$ cat config.mk
export PLATFORM = sky130hd
export DESIGN_NAME = tmz_timer
export DESIGN_NICKNAME = d
export VERILOG_FILES = /design/src/design/tmz_pkg.sv /design/src/design/tmz_tick_if.sv /design/src/design/tmz_prescaler.sv /design/src/design/tmz_timer.sv
export SDC_FILE = /design/constraint.sdc
export NUM_CORES = 1
export LEC_CHECK = 0
export ABC_AREA = 1
export BUFFER_PORTS_ARGS = -buffer_cell sky130_fd_sc_hd__buf_2
export CAP_MARGIN = 20
export CORE_MARGIN = 3
export CORE_UTILIZATION = 58
export DETAILED_ROUTE_END_ITERATION = 10
export HOLD_SLACK_MARGIN = 0.12
export PLACE_DENSITY = 0.86
export SYNTH_ARGS = -nofsm -noshare
export SYNTH_HDL_FRONTEND = slang
export SYNTH_HIERARCHICAL = 1
export SYNTH_SLANG_ARGS = --single-unit
$ cat constraint.sdc
create_clock -name clk_sys_i -period 2.56 [get_ports clk_sys_i]
set_input_delay 0.512 -clock clk_sys_i [delete_from_list [all_inputs] [get_ports clk_sys_i]]
set_output_delay 0.512 -clock clk_sys_i [all_outputs]
set_load 0.01 [all_outputs]
$ cat src/design/tmz_pkg.sv
// Purpose: Constants for the eight-bit timer with prescaler
// Assumes: Register port with byte-wide registers at chosen indices
// Notes:   Option and interrupt bit positions follow the register layouts
`default_nettype none
package tmz_pkg;
   // Register indices
   localparam logic [1:0] ADDR_COUNT  = 2'h0;
   localparam logic [1:0] ADDR_OPTION = 2'h1;
   localparam logic [1:0] ADDR_INTCTL = 2'h2;
   // Option register fields
   localparam int OPT_PULLUP_DIS = 7;
   localparam int OPT_IRQ_EDGE   = 6;
   localparam int OPT_SRC_SEL    = 5;
   localparam int OPT_EDGE_SEL   = 4;
   localparam int OPT_PS_BYPASS  = 3;
   localparam int OPT_RATE_HI    = 2;
   // Interrupt control fields
   localparam int INT_GLOBAL_EN  = 7;
   localparam int INT_PERIPH_EN  = 6;
   localparam int INT_OVF_EN     = 5;
   localparam int INT_OVF_FLAG   = 2;
   // Reset values and instruction clock divide
   localparam logic [7:0] OPTION_RST = 8'hff;
   localparam logic [7:0] INTCTL_RST = 8'h00;
   localparam logic [7:0] COUNT_RST  = 8'h00;
   localparam int INSTR_DIV = 4;
endpackage
`default_nettype wire

$ cat src/design/tmz_tick_if.sv
// Purpose: Carries count ticks from the prescaler into the counter
// Assumes: Single clock domain
// Notes:   Tick is a one-cycle pulse
`default_nettype none
interface tmz_tick_if;
   logic       src_tick;
   logic       bypass;
   logic [2:0] rate;
   logic       clear;
   logic       out_tick;
   modport ctl (output src_tick, output bypass, output rate, output clear, input out_tick);
   modport pre (input src_tick, input bypass, input rate, input clear, output out_tick);
endinterface
`default_nettype wire

$ cat src/design/tmz_prescaler.sv
// Purpose: Divides source ticks by 2 to 256 or passes them straight
// Assumes: Ticks are one-cycle pulses on clk_sys_i
// Notes:   Prescale count clears on a counter write
`default_nettype none
module tmz_prescaler (
   // Clock and reset
   input  wire logic clk_sys_i,
   input  wire logic rst_b_i,
   // Tick path
   tmz_tick_if.pre   tk
);
   typedef struct packed {
      logic [7:0] div;
      logic       tick;
   } tmz_pre_state_type;
   tmz_pre_state_type st_reg;
   tmz_pre_state_type st_next;
   logic [7:0]        limit;

   always_comb begin
      st_next      = st_reg;
      st_next.tick = 1'b0;
      limit        = 8'((9'h002 << tk.rate) - 9'h001);
      if (tk.clear) begin
         st_next.div = 8'h00;
      end else if (tk.src_tick) begin
         if (tk.bypass) begin
            st_next.tick = 1'b1;
         end else if (st_reg.div >= limit) begin
            st_next.div  = 8'h00;
            st_next.tick = 1'b1;
         end else begin
            st_next.div = st_reg.div + 8'h01;
         end
      end
   end

   always_ff @(posedge clk_sys_i or negedge rst_b_i) begin
      if (!rst_b_i) begin
         st_reg <= '0;
      end else begin
         st_reg <= st_next;
      end
   end
   assign tk.out_tick = st_reg.tick;

   property p_bypass_pass;
      @(posedge clk_sys_i) disable iff (!rst_b_i)
      (tk.src_tick && tk.bypass && !tk.clear) |=> tk.out_tick;
   endproperty
   a_bypass_pass: assert property (p_bypass_pass)
      else $error("bypassed tick not passed");

   property p_div2;
      @(posedge clk_sys_i) disable iff (!rst_b_i)
      (tk.out_tick && !tk.bypass && tk.rate == 3'h0) |-> !$past(tk.out_tick);
   endproperty
   a_div2: assert property (p_div2)
      else $error("divide by two too fast");
endmodule
`default_nettype wire

$ cat src/design/tmz_timer.sv
// Purpose: Eight-bit timer/counter with prescaler and register port
// Assumes: Read data valid the cycle after the read strobe
// Notes:   Instruction clock is clk_sys_i divided by four
`default_nettype none
module tmz_timer (
   // Clock and reset
   input  wire logic       clk_sys_i,
   input  wire logic       rst_b_i,
   // Register port
   input  wire logic [1:0] reg_addr_i,
   input  wire logic [7:0] reg_wdata_i,
   input  wire logic       reg_wr_i,
   input  wire logic       reg_rd_i,
   output logic      [7:0] reg_rdata_o,
   // Pins
   input  wire logic       ext_count_pin_i,
   input  wire logic       master_clear_reset_i,
   output logic            master_clear_pullup_o,
   output logic            pullup_enable_o,
   // Events
   output logic            overflow_irq_o
);
   typedef struct packed {
      logic [7:0] count_value;
      logic [7:0] option;
      logic [7:0] intctl;
      logic [1:0] idiv;
      logic       pin_s1;
      logic       pin_s2;
      logic       pin_s3;
      logic [7:0] rdata;
      logic       irq;
      logic       master_clear_pu;
      logic       pu_en;
   } tmz_state_type;

   tmz_state_type st_reg;
   tmz_state_type st_next;
   tmz_tick_if    tk ();
   logic          pin_rise;
   logic          pin_fall;
   logic          instr_tick;
   logic          wrap;

   tmz_prescaler u_pre (
      .clk_sys_i (clk_sys_i),
      .rst_b_i   (rst_b_i),
      .tk        (tk)
   );

   always_comb begin
      st_next        = st_reg;
      st_next.pin_s1 = ext_count_pin_i;
      st_next.pin_s2 = st_reg.pin_s1;
      st_next.pin_s3 = st_reg.pin_s2;
      pin_rise       = st_reg.pin_s2 && !st_reg.pin_s3;
      pin_fall       = !st_reg.pin_s2 && st_reg.pin_s3;
      instr_tick     = (st_reg.idiv == 2'(tmz_pkg::INSTR_DIV - 1));
      st_next.idiv   = st_reg.idiv + 2'h1;
      // Source and edge choice
      if (st_reg.option[tmz_pkg::OPT_SRC_SEL]) begin
         tk.src_tick = st_reg.option[tmz_pkg::OPT_EDGE_SEL] ? pin_fall : pin_rise;
      end else begin
         tk.src_tick = instr_tick;
      end
      tk.bypass = st_reg.option[tmz_pkg::OPT_PS_BYPASS];
      tk.rate   = st_reg.option[tmz_pkg::OPT_RATE_HI:0];
      tk.clear  = reg_wr_i && reg_addr_i == tmz_pkg::ADDR_COUNT;
      wrap      = tk.out_tick && st_reg.count_value == 8'hff;
      if (tk.out_tick) begin
         st_next.count_value = st_reg.count_value + 8'h01;
      end
      // Register writes
      if (reg_wr_i) begin
         if (reg_addr_i == tmz_pkg::ADDR_COUNT) begin
            st_next.count_value = reg_wdata_i;
         end else if (reg_addr_i == tmz_pkg::ADDR_OPTION) begin
            st_next.option = reg_wdata_i;
         end else if (reg_addr_i == tmz_pkg::ADDR_INTCTL) begin
            st_next.intctl = reg_wdata_i;
         end
      end
      // Overflow set wins over a clearing write
      if (wrap && !tk.clear) begin
         st_next.intctl[tmz_pkg::INT_OVF_FLAG] = 1'b1;
      end
      st_next.irq = st_next.intctl[tmz_pkg::INT_OVF_FLAG]
                    && st_next.intctl[tmz_pkg::INT_OVF_EN];
      st_next.pu_en   = !st_next.option[tmz_pkg::OPT_PULLUP_DIS];
      st_next.master_clear_pu = master_clear_reset_i || st_next.pu_en;
      // Register reads
      st_next.rdata = 8'h00;
      if (reg_rd_i) begin
         if (reg_addr_i == tmz_pkg::ADDR_COUNT) begin
            st_next.rdata = st_reg.count_value;
         end else if (reg_addr_i == tmz_pkg::ADDR_OPTION) begin
            st_next.rdata = st_reg.option;
         end else if (reg_addr_i == tmz_pkg::ADDR_INTCTL) begin
            st_next.rdata = st_reg.intctl;
         end
      end
   end

   always_ff @(posedge clk_sys_i or negedge rst_b_i) begin
      if (!rst_b_i) begin
         st_reg             <= '0;
         st_reg.option      <= tmz_pkg::OPTION_RST;
         st_reg.intctl      <= tmz_pkg::INTCTL_RST;
         st_reg.count_value <= tmz_pkg::COUNT_RST;
         st_reg.master_clear_pu <= 1'b1;
      end else begin
         st_reg <= st_next;
      end
   end

   assign reg_rdata_o           = st_reg.rdata;
   assign overflow_irq_o        = st_reg.irq;
   assign master_clear_pullup_o = st_reg.master_clear_pu;
   assign pullup_enable_o       = st_reg.pu_en;

   // Counting path, interrupt and pull-up checks
   property p_src_instr;
      @(posedge clk_sys_i) disable iff (!rst_b_i)
      (!st_reg.option[tmz_pkg::OPT_SRC_SEL] && tk.src_tick) |-> st_reg.idiv == 2'h3;
   endproperty
   a_src_instr: assert property (p_src_instr)
      else $error("instruction tick off phase");

   property p_src_pin;
      @(posedge clk_sys_i) disable iff (!rst_b_i)
      (st_reg.option[tmz_pkg::OPT_SRC_SEL] && tk.src_tick)
      |-> st_reg.pin_s2 != st_reg.pin_s3;
   endproperty
   a_src_pin: assert property (p_src_pin)
      else $error("pin tick without pin edge");

   property p_edge_sel;
      @(posedge clk_sys_i) disable iff (!rst_b_i)
      (st_reg.option[tmz_pkg::OPT_SRC_SEL] && st_reg.option[tmz_pkg::OPT_EDGE_SEL]
       && tk.src_tick) |-> !st_reg.pin_s2;
   endproperty
   a_edge_sel: assert property (p_edge_sel)
      else $error("wrong pin edge counted");

   property p_edge_rise;
      @(posedge clk_sys_i) disable iff (!rst_b_i)
      (st_reg.option[tmz_pkg::OPT_SRC_SEL] && !st_reg.option[tmz_pkg::OPT_EDGE_SEL]
       && tk.src_tick) |-> st_reg.pin_s2;
   endproperty
   a_edge_rise: assert property (p_edge_rise)
      else $error("falling pin edge counted");

   property p_bypass_inc;
      @(posedge clk_sys_i) disable iff (!rst_b_i)
      (tk.src_tick && tk.bypass && !reg_wr_i && !$past(reg_wr_i)) |=> ##1
      (st_reg.count_value == $past(st_reg.count_value, 2) + 8'h01 || $past(reg_wr_i));
   endproperty
   a_bypass_inc: assert property (p_bypass_inc)
      else $error("bypass count missed");

   property p_master_pu;
      @(posedge clk_sys_i) disable iff (!rst_b_i)
      $past(master_clear_reset_i) |-> master_clear_pullup_o;
   endproperty
   a_master_pu: assert property (p_master_pu)
      else $error("master clear pull-up dropped");

   property p_master_pu_off;
      @(posedge clk_sys_i) disable iff (!rst_b_i)
      (!$past(master_clear_reset_i) && st_reg.option[tmz_pkg::OPT_PULLUP_DIS])
      |-> !master_clear_pullup_o;
   endproperty
   a_master_pu_off: assert property (p_master_pu_off)
      else $error("master clear pull-up not released");

   property p_wrap_flag;
      @(posedge clk_sys_i) disable iff (!rst_b_i)
      (wrap && !tk.clear) |=> st_reg.count_value == 8'h00
      && st_reg.intctl[tmz_pkg::INT_OVF_FLAG];
   endproperty
   a_wrap_flag: assert property (p_wrap_flag)
      else $error("wrap did not set flag");

   property p_count_inc;
      @(posedge clk_sys_i) disable iff (!rst_b_i)
      (tk.out_tick && !tk.clear) |=> st_reg.count_value == $past(st_reg.count_value) + 8'h01;
   endproperty
   a_count_inc: assert property (p_count_inc)
      else $error("count did not step");

   property p_count_hold;
      @(posedge clk_sys_i) disable iff (!rst_b_i)
      (!tk.out_tick && !tk.clear) |=> $stable(st_reg.count_value);
   endproperty
   a_count_hold: assert property (p_count_hold)
      else $error("count moved without tick");

   property p_flag_hold;
      @(posedge clk_sys_i) disable iff (!rst_b_i)
      (st_reg.intctl[tmz_pkg::INT_OVF_FLAG]
       && !(reg_wr_i && reg_addr_i == tmz_pkg::ADDR_INTCTL))
      |=> st_reg.intctl[tmz_pkg::INT_OVF_FLAG];
   endproperty
   a_flag_hold: assert property (p_flag_hold)
      else $error("overflow flag lost");

   property p_irq;
      @(posedge clk_sys_i) disable iff (!rst_b_i)
      overflow_irq_o == (st_reg.intctl[tmz_pkg::INT_OVF_FLAG]
      && st_reg.intctl[tmz_pkg::INT_OVF_EN]);
   endproperty
   a_irq: assert property (p_irq)
      else $error("irq mismatch");

   property p_rate_div4;
      @(posedge clk_sys_i) disable iff (!rst_b_i)
      (tk.out_tick && !tk.bypass && tk.rate == 3'h1 && !$past(tk.clear, 1))
      |-> !$past(tk.out_tick) && !$past(tk.out_tick, 2);
   endproperty
   a_rate_div4: assert property (p_rate_div4)
      else $error("divide by four too fast");

   property p_rate_div8;
      @(posedge clk_sys_i) disable iff (!rst_b_i)
      (tk.out_tick && !tk.bypass && tk.rate == 3'h2 && !$past(tk.clear, 1))
      |-> !$past(tk.out_tick) && !$past(tk.out_tick, 2) && !$past(tk.out_tick, 3);
   endproperty
   a_rate_div8: assert property (p_rate_div8)
      else $error("divide by eight too fast");
endmodule
`default_nettype wire

Word-level counts from Yosys, hierarchy flattened. Index checks and enable logic that the tools add are counted.

Flip-flop bits (word level): 49.

Add/subtract/negate cells: 4. Magnitude comparators: 1. Equal/unequal tests: 5. Shifts and indexed selects: 1. Muxes and demuxes: 21. Bitwise logic cells: 2. Reductions and logical operators: 16.

Operators by type and width (number): $mux W8 (12); $mux W24 (1); $add A8 B1 Y8 const B (2); $mux W16 (1); $mux W9 (1); $eq A8 B8 Y1 const B (1); $ge A8 B8 Y1 (1); $shl A2 B3 Y8 const A (1); $sub A8 B1 Y8 const B (1); $logic_and A1 B1 Y1 (6); $mux W1 (6); $eq A2 B2 Y1 const B (2); $logic_not A1 Y1 (4); $reduce_and A4 Y1 (1); $reduce_and A3 Y1 (1); $add A2 B1 Y2 const B (1); $eq A2 B1 Y1 const B (1); $logic_not A2 Y1 (1); $ne A2 B1 Y1 const B (1); $not A1 Y1 (2); $reduce_and A2 Y1 (1); $reduce_bool A2 Y1 (1); $logic_or A1 B1 Y1 (1).

Longest topological paths before layout. Gate-level depths: netlist of the first run.

Depth after elaboration: 7. Gate-level depth with buffers: 17.

By module. Netlist of the first run, hierarchy kept.

Modules (own cells, without submodules): tmz_timer (instances 1, cells each 221, area each 1879.3 µm², sequential area each 1012.2 µm²); tmz_prescaler (instances 1, cells each 111, area each 809.5 µm², sequential area each 225.2 µm²).

Worst setup path after synthesis of the first run. Ideal clock, no wire load.

Path kind: flip-flop to flip-flop. Start: register st_reg[24] (netlist name). End: register u_pre/st_reg[1] (netlist name). Setup time: 0.078 ns. Data arrival time: 2.033 ns. Data required time: 2.482 ns. Setup slack: 0.449 ns. Stages on the path, launching flop included: 14. Period minus slack after synthesis: 2.111 ns. Cells stage by stage: dfstp_2 nor2_1 inv_1 nor2_1 inv_1 ha_1 o21ai_0 nor2_1 a31oi_1 ha_1 a21o_1 nor2_4 nand3_4 o21bai_1.

Cells in the longest elaborated chain, start to end: 7.

Ends and longest elaborated chain: from (decl) (line tmz_timer.sv:37) `tmz_state_type st_reg;`; from (signal assigned) (line tmz_timer.sv:112) `st_reg <= st_next;`; $shl A2 B3 Y8 (line tmz_prescaler.sv:23) `limit = 8'((9'h002 << tk.rate) - 9'h001);`; $sub A8 B1 Y8 (line tmz_prescaler.sv:23); $ge A8 B8 Y1 (line tmz_prescaler.sv:29) `end else if (st_reg.div >= limit) begin`; $mux W8 (line tmz_prescaler.sv:29); $mux W8 (line tmz_prescaler.sv:27) `if (tk.bypass) begin`; $mux W9 (line tmz_prescaler.sv:26) `end else if (tk.src_tick) begin`; $mux W8 (line tmz_prescaler.sv:24) `if (tk.clear) begin`; to (signal assigned) (line tmz_prescaler.sv:42) `st_reg <= st_next;`; to (decl) (line tmz_prescaler.sv:16) `tmz_pre_state_type st_reg;`.

No other way between the ends. The select of a mux whose other input is x is not followed. A chain may end at the register's enable or synchronous reset.

Final worst setup path of the first run. Ends and elaborated chain as after synthesis.

==> results of run 1 <==
## final cells by class
| class | instances | area, um2 |
|---|---|---|
| fill | 343 | 1450 |
| sequential | 49 | 1240 |
| clock buffer | 7 | 86.3 |
| tap | 52 | 65.1 |
| timing repair buffer | 30 | 160 |
| clock inverter | 1 | 30.0 |
| inverter | 53 | 199 |
| multi-input combinational | 218 | 1190 |
## per-stage QoR
| step | hold slack, ps | power [uW] | utilization, % | cell area [um2] | worst slack [ps] |
|---|---|---|---|---|---|
| after global placement | 335 | 1520 | 63.8 | 2820 | 339 |
| after detailed placement | 340 | 1550 | 63.8 | 2820 | 162 |
| after CTS | 187 | 2130 | 66.5 | 2930 | 115 |
| final | 168 | 2150 | 67.2 | 2970 | 170 |
| after global routing | 206 | 2280 | 67.2 | 2970 | -19.5 |
| after floorplan | 216 | 1400 | - | 2690 | 449 |
## Yosys cell counts
cell,count
a21o_1,1
a21oi_1,9
a31oi_1,2
buf_2,2
buf_4,9
clkbuf_1,1
dfrtp_1,40
dfstp_2,9
ha_1,11
inv_1,51
inv_2,2
nand2_1,94
nand2_2,5
nand2_4,1
nand3_1,17
nand3_4,1
nand3b_1,2
nand4_1,4
nor2_1,21
nor2_2,3
nor2_4,3
nor3_1,2
o211ai_1,1
o21ai_0,13
o21ai_1,7
o21ai_2,7
o21bai_1,2
o21bai_2,3
o22ai_1,2
or2_1,1
xnor2_1,2
xor2_1,4
## report_power, final
part | switching (uW) | internal (uW) | total (uW)
Combinational | 326 | 215 | 541
Clock | 253 | 319 | 571
Sequential | 123 | 912 | 1030
## kinds of logic after synthesis
kind of cell	synth area share [%]
xor+xnor	1.95
simple gates	25.5
fa+ha+maj	5.12
flops	46.0
buf+inv	10.4
compound gates	11.0
## metal layers
layer / up-vias / GRT usage (%)
met5: - / 0
met4: 0 / 10.5
met3: 17 / 3.92
met2: 55 / 36.5
met1: 1005 / 27.5
li1: 1082 / -
## how the worst max path moves through the flow
| stage | start | to | slack (ps) | cells after the start |
|---|---|---|---|---|
| finish | st_reg[24]$_DFFE_PN1P_ | u_pre/st_reg[1]$_DFFE_PN0P_ | 170 | 14 |
| CTS | st_reg[24]$_DFFE_PN1P_ | u_pre/st_reg[1]$_DFFE_PN0P_ | 120 | 13 |
| detailed placement | st_reg[24]$_DFFE_PN1P_ | u_pre/st_reg[1]$_DFFE_PN0P_ | 160 | 14 |
| global route | st_reg[24]$_DFFE_PN1P_ | u_pre/st_reg[1]$_DFFE_PN0P_ | -20 | 14 |
| global placement | st_reg[24]$_DFFE_PN1P_ | u_pre/st_reg[6]$_DFFE_PN0P_ | 340 | 13 |
| floorplan | st_reg[24]$_DFFE_PN1P_ | u_pre/st_reg[1]$_DFFE_PN0P_ | 450 | 13 |
## timing repair
action                                  CTS  global route
hold endpoints to repair                  0             0
endpoints found under the setup margin    0             7
buffers inserted                          0             2
resized for setup                         0             5
==> summary.md, run 1 <==
| Metric | Value |
|---|---|
| FF+latch count, synth | `49` |
| Most frequent cells in the layout | `nand2_1 (94), inv_1 (51), dfrtp_1 (40)` |
| Critical path's largest stage delay | `420 ps` |
| Yosys warnings | `6` |
| Area growth, synth to finish | `10.3%` |
| Sequential element share of the synthesized area | `46.0%` |
| N_diodes | `0` |
| Most common cell after layout, fill and taps aside | `nand2_1` |
| Final WL | `5520 um` |
| Achievable Freq | `418 MHz` |
| Max cap viols | `0` |
| Core box area | `4410 um2` |
| Vias | `2159` |
| Leakage | `0.00162 uW` |
| Critical path's most frequent cell | `inv_1` |
| Top layer in use | `met4` |
| Total grt overflow | `0` |
| Clock Skew | `6.45 ps` |
| Crit Path Category | `flip-flop to flip-flop` |
| Clock-pin slew on the worst setup and hold paths | `90 ps` |
| Setup violators final | `0` |
| Post-Place Cells | `400` |
| # rows | `24` |
| Run status | `completed` |
| Worst setup SP type | `flip-flop` |
| CTS root buffer | `clkbuf_8` |
| Max Buffers Root-to-Sink | `2` |
| Largest net degree at the start of global routing | `24` |
| IO Pins | `27` |
| ANT nets after route | `0` |
| RePlAce Congestion | `0.834` |
| Synthesized cell area | `2690 um2` |
| Cell Pwr Density | `724 nW/um2` |
| CP delay by family, top | `simple AND/OR/NAND/NOR gates` |
| Antenna violations before repair | `0` |
| Worst slew margin relative to its limit | `66.1%` |
| Insertion delay to the later sink of the worst-skew pair | `300 ps` |
| Drc violations | `0` |
| Initial DRC Count | `172` |
| Max FFs per register | `27` |
| Post-Synthesis Cells | `332` |
| Mapped Nets | `359` |
| Worst r2r dst | `u_pre/st_reg[1]$_DFFE_PN0P_` |
| Die area | `5490 um2` |
| First-pass iteration count of the detailed router | `5` |
| Met3 WL | `256 um` |
| R2r startpoint | `st_reg[24]$_DFFE_PN1P_` |
| Vias in the first global route | `2074` |
| Hold Violations, Final | `0` |
| Effective utilization at floorplan | `60.9%` |
| TritonCTS clock tree | `yes` |
| Sum Neg Setup Slack | `0 ps` |
| WL/cell | `13.5 um` |
| I/O Buffers | `26` |
| Total track usage | `21.9%` |
| Detailed Place HPWL | `4040 um` |
| Met2 wire length | `2700 um` |
| Leading area contributor after synthesis | `dfrtp_1` |
| Peak VDD IR | `0.398 mV` |
| Layout cell share with drive strength beyond 1 | `20.4%` |
| Worst hold path class | `primary input to asynchronous set/reset pin` |
| Final worst path period need | `2390 ps` |
| H-tree level count | `2` |
| Cts hold-fix bufs | `0` |
| Clock sinks | `49` |
| Die width | `74.1 um` |
| Setup crit end kind | `flip-flop` |
| TritonCTS Buffers | `5` |
| Reg2Reg Setup Slack | `170 ps` |
| Synth unique cells | `32` |
| Worst EP arrival | `2610 ps` |
| Max FO, Critical Path | `7` |
| Synth area leaders | `dfrtp_1 (37%), nand2_1 (13%), dfstp_2 (8.8%)` |
| WP buf/inv | `4` |
| Synth Area per Inst | `8.10 um2` |
| Top cell type's share of synthesized area | `37.2%` |
| Cell count of the worst reg-to-reg path | `14` |
| Slowest CP cell | `dfstp_2` |
| Via density | `5.27` |
| Critical Path, Cell by Cell | `nor2_4, inv_1, nor2_1, inv_1, ha_1, inv_1, xor2_1, inv_1, ha_1, a21oi_1, nand2_1, nand2_4, nand3_4, o21bai_1` |
| Vert. Die Dim | `74.1 um` |
| Layout Cells excl Fill | `410` |
| DRT met1 WL | `2400 um` |
| First-pass GRT wire length | `9130 um` |
| Final Max Tran Viols | `0` |
| WP data required | `2780 ps` |
| Crit share post-route | `93.4%` |
| Final net count | `384` |
| Worst Max-Slew Pin Slew | `509 ps` |
Note: power is estimated with default switching activity, not from simulation.
==> inputs of run 2 (changes only) <==
--- a/config.mk
+++ b/config.mk
@@ -10,8 +10,9 @@
 export CAP_MARGIN = 20
 export CORE_MARGIN = 3
-export CORE_UTILIZATION = 58
+export CORE_UTILIZATION = 59
 export DETAILED_ROUTE_END_ITERATION = 10
+export GPL_ROUTABILITY_DRIVEN = 0
 export HOLD_SLACK_MARGIN = 0.12
-export PLACE_DENSITY = 0.86
+export PLACE_DENSITY = 0.87
 export SYNTH_ARGS = -nofsm -noshare
 export SYNTH_HDL_FRONTEND = slang
==> constraint.sdc (replaced) <==
create_clock -name clk_sys_i -period 2.56 [get_ports clk_sys_i]
set_input_delay 0.512 -clock clk_sys_i [delete_from_list [all_inputs] [get_ports clk_sys_i]]
set_output_delay 0.512 -clock clk_sys_i [all_outputs]
set_load 0.005 [all_outputs]
==> run 2 against run 1 <==
Against the previous run:
- global-route usage is 0.47 points lower
- first-iteration DRC count decreased by 26%
- count of clock-buffer cells in the layout is the same
- flip-flop and latch count stayed put
- clock power decreased by 24%
- critical endpoint is now u_pre/st_reg[6]$_DFFE_PN0P_
- largest power group unchanged
==> summary.md, run 2 (synthesis results as in run 1) <==
| Metric | Value |
|---|---|
| Vert. Die Dim | `73.5 um` |
| Crit share post-route | `93.4%` |
| Area growth, synth to finish | `8.42%` |
| Fillers | `340` |
| Cell count of the worst reg-to-reg path | `13` |
| Most common cell after layout, fill and taps aside | `nand2_1` |
| Hold Violations, Final | `0` |
| Leakage | `0.00158 uW` |
| M2 GR Usage | `33.7%` |
| Run status | `completed` |
| Worst setup SP type | `flip-flop` |
| Clock Skew | `4.31 ps` |
| CTS root buffer | `clkbuf_8` |
| # rows | `23` |
| Vias in the first global route | `2046` |
| Max cap viols | `0` |
| Detailed Place HPWL | `3800 um` |
| WP data required | `2780 ps` |
| Final WL | `5110 um` |
| CP delay by family, top | `simple AND/OR/NAND/NOR gates` |
| Worst slew margin relative to its limit | `76.7%` |
| GRT Max-Usage Layer | `met2` |
| Most frequent cells in the layout | `nand2_1 (94), inv_1 (51), dfrtp_1 (40)` |
| Cell Pwr Density | `676 nW/um2` |
| Slowest CP cell | `dfstp_2` |
| Drc violations | `0` |
| Largest net degree at the start of global routing | `50` |
| TritonCTS clock tree | `yes` |
| I/O Buffers | `26` |
| Worst Max-Slew Pin Slew | `348 ps` |
| Crit Path Category | `flip-flop to flip-flop` |
| Max FFs per register | `27` |
| First-pass GRT wire length | `8940 um` |
| Via density | `5.32` |
| Total grt overflow | `0` |
| Max Buffers Root-to-Sink | `2` |
| Critical Path, Cell by Cell | `nor2_2, inv_1, nor2_2, inv_1, ha_1, o21ai_0, nor2_1, a31oi_2, ha_1, a21o_1, nor2_4, nand3_4, o21bai_1` |
| Worst r2r dst | `u_pre/st_reg[6]$_DFFE_PN0P_` |
| Final worst path period need | `2390 ps` |
| Clock sinks | `49` |
| Worst EP arrival | `2610 ps` |
| Total power after layout | `1970 uW` |
| WP buf/inv | `2` |
| Die area | `5400 um2` |
| WL/cell | `12.6 um` |
| Layout cell share with drive strength beyond 1 | `19.7%` |
| Critical path's largest stage delay | `410 ps` |
| Clock-pin slew on the worst setup and hold paths | `80 ps` |
| Cts hold-fix bufs | `0` |
| Core box area | `4200 um2` |
| Finished Core Util | `69.4%` |
| H-tree level count | `2` |
| TritonCTS Buffers | `5` |
| Die width | `73.5 um` |
| First-pass iteration count of the detailed router | `5` |
| IO Pins | `27` |
| Antenna violations before repair | `0` |
| Met1 GRT Util | `28.2%` |
| Total track usage | `21.4%` |
| Initial DRC Count | `127` |
| ANT nets after route | `0` |
| M3 GR Usage | `5.34%` |
| Insertion delay to the later sink of the worst-skew pair | `300 ps` |
| R2r startpoint | `st_reg[24]$_DFFE_PN1P_` |
| Achievable Freq | `418 MHz` |
| Reg2Reg Setup Slack | `170 ps` |
| Worst hold path class | `primary input to asynchronous set/reset pin` |
| Final Max Tran Viols | `0` |
| Final net count | `381` |
| Max FO, Critical Path | `7` |
| Setup violators final | `0` |
| Vias | `2154` |
| Setup crit end kind | `flip-flop` |
| Peak VDD IR | `0.486 mV` |
| Effective utilization at floorplan | `64.0%` |
| N_diodes | `0` |
run 2: cell types whose count changed in the layout (fill, tap and decap cells not counted), sizes merged:
cell,before,now
buf,30,27
bufinv,1,0
clkinvlp,0,1
run 2: worst register-to-register path: cells and delay by family (launching register included):
kind,cells,cell delay [ps]
buffers and inverters,2,130
flip-flops,1,410
AND/OR/NAND/NOR,5,670
AO/OA/AOI/OAI,4,660
adder cells (fa/ha/maj),2,460
run 2: worst max path at each step:
stage | start | to | depth (start not counted)
global route | st_reg[24]$_DFFE_PN1P_ | u_pre/st_reg[1]$_DFFE_PN0P_ | 13
floorplan | st_reg[24]$_DFFE_PN1P_ | u_pre/st_reg[1]$_DFFE_PN0P_ | 13
finish | st_reg[24]$_DFFE_PN1P_ | u_pre/st_reg[6]$_DFFE_PN0P_ | 13
global placement | st_reg[24]$_DFFE_PN1P_ | u_pre/st_reg[6]$_DFFE_PN0P_ | 13
detailed placement | st_reg[24]$_DFFE_PN1P_ | u_pre/st_reg[6]$_DFFE_PN0P_ | 13
CTS | st_reg[24]$_DFFE_PN1P_ | u_pre/st_reg[6]$_DFFE_PN0P_ | 13
run 2: where the power goes:
group / internal [uW] / leakage [uW] / switching [uW]
clock network: 193 / 0.0000385 / 239
logic: 207 / 0.000937 / 296
registers: 912 / 0.000600 / 122
total: 1310 / 0.00158 / 657
run 2: through the flow:
step                setup slack (ps)  area (um2)  std cells  setup TNS (ps)  hold WS [ps]
global placement                 333        2820        397               0           336
finish                           170        2920        405               0           178
detailed placement               101        2820        397               0           337
CTS                             95.8        2900        405               0           189
global route                   -2.11        2920        405           -2.11           190
floorplan                        449        2690        332               0           216
run 2: layer usage:
metal	part of all wire, %	vias to the layer above
met5	0	-
li1	-	1080
met4	1.7	0
met2	47	76
met3	6.8	13
met1	44	985
run 2: timing repair:
item                       in CTS  in global routing
resized for setup               0                  3
setup buffers                   0                  0
setup endpoints to repair       0                  9
run 2: cell type report:
| type | count | area (um2) | area share, % |
|---|---|---|---|
| timing repair buffer | 27 | 150 | 5.15 |
| clock buffer | 7 | 76.3 | 2.62 |
| multi-input combinational | 218 | 1180 | 40.6 |
| inverter | 53 | 199 | 6.82 |
| clock inverter | 1 | 7.51 | 0.258 |
| tap | 50 | 62.6 | 2.15 |
| sequential | 49 | 1240 | 42.4 |
==> inputs of run 3 (changes only) <==
==> constraint.sdc (replaced) <==
create_clock -name clk_sys_i -period 2.56 [get_ports clk_sys_i]
set_input_delay 0.64 -clock clk_sys_i [delete_from_list [all_inputs] [get_ports clk_sys_i]]
set_output_delay 0.64 -clock clk_sys_i [all_outputs]
set_load 0.005 [all_outputs]
==> run 3 against run 2 <==
Against the previous run:
- wire length increased by 5.3%
- clock power grew 27%
- register-to-register slack barely moved
- die area unchanged
- highest routed layer unchanged
==> summary.md, run 3 (synthesis results as in run 1) <==
| Metric | Value |
|---|---|
| N_diodes | `0` |
| Core box area | `4200 um2` |
| Fillers | `332` |
| Antenna violations before repair | `0` |
| Max cap viols | `0` |
| Area growth, synth to finish | `9.40%` |
| I/O Buffers | `26` |
| Final worst path period need | `2380 ps` |
| Insertion delay to the later sink of the worst-skew pair | `300 ps` |
| Most frequent cells in the layout | `nand2_1 (94), inv_1 (51), dfrtp_1 (40)` |
| Hold Violations, Final | `0` |
| Layout cell share with drive strength beyond 1 | `19.9%` |
| Worst EP arrival | `2600 ps` |
| Worst Max-Slew Pin Slew | `392 ps` |
| Total grt overflow | `0` |
| TritonCTS Buffers | `5` |
| TritonCTS clock tree | `yes` |
| Clock-pin slew on the worst setup and hold paths | `90 ps` |
| ANT nets after route | `0` |
| Total track usage | `21.8%` |
| Register area | `1240 um2` |
| Vert. Die Dim | `73.5 um` |
| Peak VDD IR | `0.452 mV` |
| WL/cell | `13.2 um` |
| Final Max Tran Viols | `0` |
| Clock sinks | `49` |
| Worst hold path class | `primary input to asynchronous set/reset pin` |
| First-pass GRT wire length | `9110 um` |
| DP Area | `2820 um2` |
| Setup violators final | `0` |
| Initial DRC Count | `170` |
| Max FO, Critical Path | `7` |
| WP data required | `2780 ps` |
| # rows | `23` |
| Worst setup SP type | `flip-flop` |
| Vias | `2183` |
| Achievable Freq | `420 MHz` |
| Setup crit end kind | `flip-flop` |
| IO Pins | `27` |
| Run status | `completed` |
| Max Buffers Root-to-Sink | `2` |
| Most common cell after layout, fill and taps aside | `nand2_1` |
| Crit Path Category | `flip-flop to flip-flop` |
| Sum Neg Setup Slack | `0 ps` |
| Final Cell Area | `2940 um2` |
| Die area | `5400 um2` |
| Clock Skew | `10.6 ps` |
| Effective utilization at floorplan | `64.0%` |
| Post-CTS resize count | `0` |
| Cell Pwr Density | `713 nW/um2` |
| Max FFs per register | `27` |
| CTS root buffer | `clkbuf_8` |
| Final net count | `383` |
| Via density | `5.36` |
| Detailed Place HPWL | `4010 um` |
| Worst slew margin relative to its limit | `73.9%` |
| Final WL | `5380 um` |
| Cts hold-fix bufs | `0` |
| Leakage | `0.00160 uW` |
| Die width | `73.5 um` |
| Postcts setup bufs | `0` |
| Vias in the first global route | `2128` |
| H-tree level count | `2` |
| RSZ-0062 raised after global routing | `no` |
| Crit share post-route | `93.0%` |
| Largest net degree at the start of global routing | `18` |
| Multi-input gate area | `1180 um2` |
| Drc violations | `0` |
| First-pass iteration count of the detailed router | `5` |
## run 3: changes by cell type in the layout (fill, tap and decap cells not counted)
cell / change
nor2_4: +1
buf_4: +3
buf_12: -1
clkbuf_1: -1
clkinvlp_4: -1
nor2_1: +1
a31oi_1: +1
a31oi_2: -1
bufinv_16: +1
nor2_2: -2
clkinv_4: +1
## run 3: layer usage
| layer | global-route usage [%] | share of wire, % |
|---|---|---|
| met1 | 28.3 | 45 |
| met2 | 36.6 | 49 |
| met3 | 3.69 | 4.6 |
| met4 | 7.65 | 2.2 |
| met5 | 0 | 0 |
## run 3: critical path, stage by stage (launching register included)
cell      delay [ps]
dfstp_2          420
nor2_4           140
inv_1             70
nor2_1           130
inv_1             60
ha_1             190
o21ai_0          110
nor2_1            60
a31oi_1          200
ha_1             280
a21o_1           190
nor2_4           180
nand3_4          130
o21bai_1         150
## run 3: layout make-up
| type | count | share of cell area (%) |
|---|---|---|
| well taps | 50 | 2.13 |
| multi-input cells | 218 | 40.1 |
| repair buffers | 29 | 5.19 |
| clock buffers | 6 | 2.47 |
| clock inverters | 2 | 1.32 |
| inverters | 53 | 6.76 |
| flip-flops and latches | 49 | 42.1 |
## run 3: path summary, 6_finish.rpt
path                                         from  cells after the start  slack, ps                           to
max reg2reg                st_reg[24]$_DFFE_PN1P_                     13        180  u_pre/st_reg[6]$_DFFE_PN0P_
min                                       rst_b_i                      1        260  u_pre/st_reg[2]$_DFFE_PN0P_
max in group asynchronous                 rst_b_i                      2       1660       st_reg[30]$_DFFE_PN1P_
min reg2reg                 st_next[12]$_DFF_PN0_                      0        360        st_next[11]$_DFF_PN0_
max                        st_reg[24]$_DFFE_PN1P_                     13        180  u_pre/st_reg[6]$_DFFE_PN0P_
min in group clk_sys_i      st_next[12]$_DFF_PN0_                      0        360        st_next[11]$_DFF_PN0_
## run 3: metrics by stage
stage / instances / setup slack [ps] / total power [uW] / utilization (%) / hold WS [ps]
2_1_floorplan: 332 / 449 / 1390 / - / 331
3_3_place_gp: 399 / 337 / 1510 / 67.2 / 335
3_5_place_dp: 399 / 125 / 1550 / 67.2 / 346
4_1_cts: 407 / 84.8 / 2100 / 69.8 / 262
5_1_grt: 407 / 26.0 / 2230 / 70.0 / 264
6_report: 407 / 179 / 2100 / 70.0 / 255
## run 3: report_power, final
group / total [uW] / internal (uW) / switching, uW
Sequential: 1040 / 912 / 124
Combinational: 510 / 208 / 302
Clock: 550 / 294 / 256
Total: 2100 / 1410 / 683
